### config.mk
export PLATFORM = sky130hd
export DESIGN_NAME = tmr_dual
export DESIGN_NICKNAME = d
export VERILOG_FILES = /design/src/common/tmr_pkg.sv /design/src/hdl/tmr_dual.sv
export SDC_FILE = /design/constraint.sdc
export NUM_CORES = 1
export LEC_CHECK = 0
export BUFFER_PORTS_ARGS = -buffer_cell sky130_fd_sc_hd__buf_2
export CAP_MARGIN = 25
export CORE_ASPECT_RATIO = 0.7
export CORE_MARGIN = 1.5
export CORE_UTILIZATION = 56
export CTS_BUF_LIST = sky130_fd_sc_hd__clkbuf_16
export CTS_CLUSTER_SIZE = 24
export DETAILED_ROUTE_END_ITERATION = 10
export PLACE_DENSITY_LB_ADDON = 0.1
export SYNTH_ARGS = -nofsm -noshare
export SYNTH_HDL_FRONTEND = slang
export SYNTH_SLANG_ARGS = --single-unit
export TNS_END_PERCENT = 10
### constraint.sdc
create_clock -name clk -period 2 [get_ports clk]
set_input_delay 0.1 -clock clk [delete_from_list [all_inputs] [get_ports clk]]
set_output_delay 0.1 -clock clk [all_outputs]
set_load 0.02 [all_outputs]
### src/common/tmr_pkg.sv
// Package for the dual timer/counter: register map, field positions, modes, carriers
package tmr_pkg;
    // Register indexes on the plain register port
    localparam logic [2:0] ADR_RUN = 3'h0;
    localparam logic [2:0] ADR_AUX = 3'h1;
    localparam logic [2:0] ADR_MODE = 3'h2;
    localparam logic [2:0] ADR_TL0 = 3'h3;
    localparam logic [2:0] ADR_TH0 = 3'h4;
    localparam logic [2:0] ADR_TL1 = 3'h5;
    localparam logic [2:0] ADR_TH1 = 3'h6;
    localparam logic [2:0] ADR_TL [2] = '{ADR_TL0, ADR_TL1};
    localparam logic [2:0] ADR_TH [2] = '{ADR_TH0, ADR_TH1};

    // Per channel bit positions, index 0 is T0, index 1 is T1
    localparam int FLAG_POS [2] = '{5, 7};
    localparam int RUN_POS [2] = '{4, 6};
    localparam int OE_POS [2] = '{1, 5};
    localparam int SCALE_POS [2] = '{0, 4};
    localparam int GATE_POS [2] = '{3, 7};
    localparam int FUNC_POS [2] = '{2, 6};
    localparam int MODE_LSB [2] = '{0, 4};

    localparam logic [7:0] RUN_MASK = 8'hF0;
    localparam logic [7:0] AUX_MASK = 8'h33;
    localparam logic [7:0] RST_BYTE = 8'h00;
    localparam logic [7:0] BYTE_MAX = 8'hFF;
    localparam logic [15:0] WORD_MAX = 16'hFFFF;

    localparam logic [1:0] MODE_RLD16 = 2'h0;
    localparam logic [1:0] MODE_FREE16 = 2'h1;
    localparam logic [1:0] MODE_RLD8 = 2'h2;
    localparam logic [1:0] MODE_SPLIT = 2'h3;

    // Divide by 12 prescaler, counts 0 to 11
    localparam logic [3:0] PRESC_LAST = 4'hB;

    typedef struct packed {
        logic [2:0] addr;
        logic [7:0] wdata;
        logic wr;
        logic rd;
    } tmr_bus_s;

    typedef struct packed {
        logic [7:0] run_ctl;
        logic [7:0] aux;
        logic [7:0] mode;
        logic [1:0][7:0] tl;
        logic [1:0][7:0] th;
        logic [1:0][7:0] rld_lo;
        logic [1:0][7:0] rld_hi;
        logic [1:0][7:0] hbuf;
        logic [3:0] presc;
        logic [1:0] gs1;
        logic [1:0] gs2;
        logic [1:0] cs1;
        logic [1:0] cs2;
        logic [1:0] cprev;
        logic [1:0] cmp;
        logic [7:0] rdata;
    } tmr_state_s;
endpackage

### src/hdl/tmr_dual.sv
// Dual 8/16-bit timer/counter with register port, gate and count pins
//
// Overview of operation
// - Hardware sets a channel's overflow flag, control bits 7 and 5, on overflow.
// - Interrupt response or a software zero write clears the overflow flag.
// - Run bits 6 and 4 stop the channel at zero, start it at one.
// - Auxiliary bits 7, 6, 3, 2 read zero and ignore writes.
// - Auxiliary bits 5 and 1 enable the comparison output per channel.
// - Auxiliary bits 4 and 0 pick oscillator divided by 12 or undivided.
// - Gate bit set: count only while run bit set and gate pin high.
// - Function bit selects internal timer or external event counting.
// - Mode field: 16-bit reload, 16-bit plain, 8-bit auto reload, split.
// - Split mode: T0 high byte borrows T1 run bit and flag; T1 runs ungated without a run bit unless T1 is in split mode too.
// - Each channel has a read/write low data byte.
// - Each channel has a read/write high data byte.
// - Reload mode: high byte write buffered until the next low byte write.
// - Reload mode: running writes change reload only; stopped writes change both.
// - 8-bit reload: low byte wraps, flag set, high byte copied into low.
// - External counting increments on each falling edge of the count pin.
`timescale 1ns/10ps
module tmr_dual (
    input wire logic clk,
    input wire logic srst,
    input wire tmr_pkg::tmr_bus_s bus,
    output logic [7:0] rdata,
    input wire logic [1:0] gate_input_pin,
    input wire logic [1:0] count_pin,
    input wire logic [1:0] intr_ack,
    output logic [1:0] overflow_flag,
    output logic [1:0] cmp_pin
);
    import tmr_pkg::*;

    tmr_state_s st_ff;
    tmr_state_s nxt_st;
    logic tick12;
    logic split;
    logic [1:0] fall;
    logic [1:0] run_eff;
    logic [1:0] inc;
    logic [1:0] ov;
    logic [1:0] set;
    logic ov_h;
    logic [1:0][1:0] md;
    logic [15:0] word;

    ////////////////////////////////////////////////////////////////////////
    always_comb begin
        nxt_st = st_ff;
        word = 16'h0000;
        ov = 2'b00;
        ov_h = 1'b0;
        inc = 2'b00;
        run_eff = 2'b00;
        md[0] = st_ff.mode[MODE_LSB[0] +: 2];
        md[1] = st_ff.mode[MODE_LSB[1] +: 2];
        split = (md[0] == MODE_SPLIT);
        // Pins pass two flops; edge detect compares the second stage with its copy one cycle older
        nxt_st.gs1 = gate_input_pin;
        nxt_st.gs2 = st_ff.gs1;
        nxt_st.cs1 = count_pin;
        nxt_st.cs2 = st_ff.cs1;
        nxt_st.cprev = st_ff.cs2;
        fall = st_ff.cprev & ~st_ff.cs2;
        tick12 = (st_ff.presc == PRESC_LAST);
        nxt_st.presc = tick12 ? 4'h0 : 4'(st_ff.presc + 4'h1);

        for (int c = 0; c < 2; c++) begin
            if (c == 1 && split) begin
                // T1 lost its run bit: timer only, no gate, runs unless in split itself
                run_eff[c] = (md[c] != MODE_SPLIT);
                inc[c] = run_eff[c] & (st_ff.aux[SCALE_POS[c]] | tick12);
            end else begin
                run_eff[c] = st_ff.run_ctl[RUN_POS[c]];
                inc[c] = run_eff[c]
                    & (!st_ff.mode[GATE_POS[c]] | st_ff.gs2[c])
                    & (st_ff.mode[FUNC_POS[c]] ? fall[c]
                        : (st_ff.aux[SCALE_POS[c]] | tick12))
                    & !(c == 1 && md[c] == MODE_SPLIT);
            end
            word = {st_ff.th[c], st_ff.tl[c]};
            if (inc[c]) begin
                case (md[c])
                    MODE_RLD16: begin
                        ov[c] = (word == WORD_MAX);
                        if (ov[c]) begin
                            nxt_st.th[c] = st_ff.rld_hi[c];
                            nxt_st.tl[c] = st_ff.rld_lo[c];
                        end else begin
                            {nxt_st.th[c], nxt_st.tl[c]} = 16'(word + 16'h0001);
                        end
                    end
                    MODE_FREE16: begin
                        ov[c] = (word == WORD_MAX);
                        {nxt_st.th[c], nxt_st.tl[c]} = 16'(word + 16'h0001);
                    end
                    MODE_RLD8: begin
                        ov[c] = (st_ff.tl[c] == BYTE_MAX);
                        nxt_st.tl[c] = ov[c] ? st_ff.th[c] : 8'(st_ff.tl[c] + 8'h01);
                    end
                    default: begin
                        ov[c] = (st_ff.tl[c] == BYTE_MAX);
                        nxt_st.tl[c] = 8'(st_ff.tl[c] + 8'h01);
                    end
                endcase
            end
        end

        // Split: T0 high byte is a timer run by T1's run bit
        if (split && st_ff.run_ctl[RUN_POS[1]] && (st_ff.aux[SCALE_POS[0]] || tick12)) begin
            ov_h = (st_ff.th[0] == BYTE_MAX);
            nxt_st.th[0] = 8'(st_ff.th[0] + 8'h01);
        end

        ////////////////////////////////////////////////////////////////////
        // Software writes win over the count in the same cycle
        if (bus.wr) begin
            case (bus.addr)
                ADR_RUN: nxt_st.run_ctl = bus.wdata & RUN_MASK;
                ADR_AUX: nxt_st.aux = bus.wdata & AUX_MASK;
                ADR_MODE: nxt_st.mode = bus.wdata;
                default: begin
                    for (int c = 0; c < 2; c++) begin
                        if (bus.addr == ADR_TL[c]) begin
                            if (md[c] == MODE_RLD16) begin
                                nxt_st.rld_lo[c] = bus.wdata;
                                nxt_st.rld_hi[c] = st_ff.hbuf[c];
                                if (!run_eff[c]) begin
                                    nxt_st.tl[c] = bus.wdata;
                                    nxt_st.th[c] = st_ff.hbuf[c];
                                end
                            end else begin
                                nxt_st.tl[c] = bus.wdata;
                            end
                        end
                        if (bus.addr == ADR_TH[c]) begin
                            // Half-written reload word would corrupt the period
                            if (md[c] == MODE_RLD16 && !(c == 0 && split)) begin
                                nxt_st.hbuf[c] = bus.wdata;
                            end else begin
                                nxt_st.th[c] = bus.wdata;
                            end
                        end
                    end
                end
            endcase
        end

        ////////////////////////////////////////////////////////////////////
        // Set wins over both kinds of clear
        set[0] = ov[0];
        set[1] = split ? ov_h : ov[1];
        for (int c = 0; c < 2; c++) begin
            nxt_st.run_ctl[FLAG_POS[c]] = (nxt_st.run_ctl[FLAG_POS[c]] & ~intr_ack[c]) | set[c];
            if (ov[c] && st_ff.aux[OE_POS[c]]) begin
                nxt_st.cmp[c] = ~st_ff.cmp[c];
            end
        end

        nxt_st.rdata = 8'h00;
        if (bus.rd) begin
            case (bus.addr)
                ADR_RUN: nxt_st.rdata = st_ff.run_ctl;
                ADR_AUX: nxt_st.rdata = st_ff.aux;
                ADR_MODE: nxt_st.rdata = st_ff.mode;
                ADR_TL0: nxt_st.rdata = st_ff.tl[0];
                ADR_TH0: nxt_st.rdata = st_ff.th[0];
                ADR_TL1: nxt_st.rdata = st_ff.tl[1];
                ADR_TH1: nxt_st.rdata = st_ff.th[1];
                default: nxt_st.rdata = 8'h00;
            endcase
        end
    end

    always_ff @(posedge clk) begin
        if (srst) begin
            nxt_st_reset: st_ff <= '0;
        end else begin
            st_ff <= nxt_st;
        end
    end

    assign rdata = st_ff.rdata;
    assign cmp_pin = st_ff.cmp;
    assign overflow_flag = {st_ff.run_ctl[FLAG_POS[1]], st_ff.run_ctl[FLAG_POS[0]]};
endmodule

==> key figures <==
Drt
  – Vias after detailed routing: 7,158
  – Final ANT Viol Nets: 0
  – Detailed Route WL: between 20,000 and 25,000 um
  – DRC: 0
  – Initial DRC Count: between 900 and 1,000
  – Vias per std cell: between 6 and 7
  – Pre-antenna DRT Iters: 5
  – Wirelength per Cell: between 20 and 25 um

Final layout
  – Number of diodes: 0
  – Commonest non-fill, non-tap cell in the layout: nand2_1
  – Synth-to-Final Area Change: 24.28%
  – Final Net Count: 964
  – Fillers: about 940
  – Finished Core Util: 71.15%
  – Area of the multi-input gates: between 0.003 and 0.004 mm2
  – Layout cell share with drive strength beyond 1: about a quarter
  – Register area: roughly 0.0024 mm2
  – Most frequent cells in the layout: nand2_1 (128), dfxtp_1 (111), buf_4 (110)

Synthesis
  – Yosys top cell by area: dfxtp_1
  – Cell Area, Synth: between 0.006 and 0.007 mm2
  – Sequential area share after synthesis: 35.91%
  – Area share of the leading cell type in the synthesized netlist: about 36%
  – Mean Syn Cell Area: roughly 8 um2
  – Yosys cell types: 86
  – FF+latch count, synth: 120
  – Async set-reset flop share out of synthesis: 0%
  – Post-Syn Nets: approximately 870
  – Post-Synthesis Cells: approximately 840
  – Top post-synthesis cells by area: dfxtp_1 (36%), nand2_1 (7.2%), a21oi_1 (6.6%)
  – Number of synthesized flops with an enable pin: 0
  – Most used DFF post-synth: dfxtp_1
  – Yosys warns: 0

Placement
  – I/O Buffers: 32
  – DPL Wire Length: ~17,000 um
  – Placer Congestion: ~0.98

Worst setup path
  – Critical path class: reg2reg
  – Critical path capture point type: flop
  – Critical Path Fanout Max: 8
  – Arrival time worst endpoint: ~2.3 ns
  – WP data required: 2.37 ns
  – CP Launch Type: flop

Global routing
  – Met2 GRT Util: a little over half
  – Largest net degree at the start of global routing: 39
  – Met3 GRT Util: roughly 11%
  – Initial antenna violation count: 0
  – GRT Residual Overflow: 0
  – Layer with the highest usage: met1
  – GRT Util Overall: between 30% and 40%
  – Met1 Usage GRT: a little under three fifths
  – Vias in the first global route: 6,473
  – First-pass GRT wire length: around 37,000 um

Clock network
  – Clk_lat worst skew: approximately 0.42 ns
  – Sink Count: 120
  – Num CTS Buffers: 17
  – CTS tree: yes
  – Clock-pin slew on the worst setup and hold paths: around 0.06 ns
  – CTS HTree Levels: 4
  – Clock buffer depth: 2
  – Clk root buf: clkbuf_16

STA
  – Worst-Margin Slew: 0.6064 ns
  – Setup violators final: 0
  – Crit share post-route: a little over nine tenths
  – Final hold slack: 0.06765 ns
  – Slew Viols, Final: 0
  – Unrepaired setup endpoints after global routing: true
  – Final Skew: about 0.013 ns
  – Min Tclk post-route: between 1.5 and 2 ns
  – Worst slew margin: slightly below 60%
  – Final hold vios: 0
  – Fmax achieved: between 500 and 600 MHz

Die
  – Num rows: 33
  – Starting Density: around 57%
  – Core area: ~0.012 mm2
  – Die ar.: between 0.01 and 0.015 mm2
  – I/O pin count: 33
  – Die Span Y: between 90 and 100 um
  – Die Width: around 130 um

Pwr
  – VDD IR-drop max: roughly 0.70 mV
  – Cell Pwr Density: around 730 mW/mm2
  – P_leak: about 3.2 nW

Outcome
  – Status: completed

Run
  – Max-cap violations: 0

Hold path
  – Worst hold path class: in2reg
-- flip-flops by register name, indices dropped and copies added, names as in the netlist --
name	cells
overflow_flag	2
run_eff	1
rdata	8
nxt_st	6
st_ff	97
md	4
cmp_pin	2
-- routing by layer --
layer	wire [um]	share of wire, %
met4	641	2.7
met3	2844	12
met5	0	0
met2	9875	41
met1	10720	45
-- critical path: stages, from the launching register on --
cell and delay, ns:
dfxtp_1 0.33, ha_1 0.16, and3b_2 0.26, a211oi_2 0.08
a211o_2 0.36, or4_1 0.44, nand3_1 0.13, a22o_1 0.14
-- timing repair --
item	4_1_cts	5_1_grt
hold endpoints to repair	5	0
pin swaps	2	12
gates resized for setup	14	30
setup endpoints to repair	14	31
setup buffers	3	4
gates cloned	0	1
hold buffers	5	0
-- final timing paths --
| path | from | cells after the start | endpoint | slack [ns] |
|---|---|---|---|---|
| setup / recovery | st_ff[20] | 7 | st_ff[87] | 0.05 |
| hold / removal | intr_ack[1] | 3 | overflow_flag[1] | 0.07 |
| setup reg to reg | st_ff[20] | 7 | st_ff[87] | 0.05 |
| hold reg to reg | nxt_st[13] | 1 | nxt_st[11] | 0.43 |
-- cell families (layout without fill, tap and decap cells) --
family          after synthesis  in the layout  synth area share [%]
compound gates              230            230                 22.93
xor+xnor                     11             11                 1.440
fa+ha+maj                     4              4                0.7481
buf+inv                      86            197                 6.920
flops                       120            120                 35.91
mux                          40             40                 6.490
simple gates                350            350                 25.57
-- synthesized netlist by cell type, types with 5 or more instances --
library cell and count:
nor3_1 21, and3_1 5, o22ai_1 12, nor2_1 86
and4_1 7, nand2_1 129, nand3_1 26, a311oi_1 5
or3_1 6, dfxtp_1 120, nor2b_1 18, clkbuf_1 33
nor4_1 5, mux2i_1 34, a21oi_1 88, buf_4 12
a221oi_1 10, o21ai_0 28, a31oi_1 8, nand4_1 11
xnor2_1 9, a22o_1 9, a211oi_1 14, inv_1 13
buf_2 14
-- metrics by stage --
| stage | power (W) | setup WS (ns) | setup TNS [ns] | cells | instance area, um2 |
|---|---|---|---|---|---|
| after floorplan | 0.002837 | -0.01009 | -0.01601 | 841 | 6705 |
| after global placement | 0.003021 | -0.02226 | -0.05640 | 1064 | 7478 |
| after detailed placement | 0.003032 | -0.1113 | -0.3283 | 1064 | 7478 |
| after CTS | 0.006045 | -0.004748 | -0.004748 | 1104 | 8184 |
| after global routing | 0.006227 | -0.1017 | -0.3022 | 1109 | 8314 |
| final | 0.006062 | 0.05078 | 0 | 1109 | 8314 |
-- power by group --
group          switching, W  internal (W)  leakage (nW)
clock network       0.00120       0.00184         0.279
logic              0.000340      0.000190          1.92
registers         0.0000453       0.00245         0.977
-- area by class of cell --
class                      instances  share of cell area (%)
tap                              157                   2.363
multi-input combinational        635                   47.64
clock buffer                      17                   5.117
sequential                       120                   29.03
timing repair buffer             152                   13.42
inverter                          13                  0.5869
clock inverter                    15                   1.836
No activity file was read; power rests on OpenSTA's default activity.
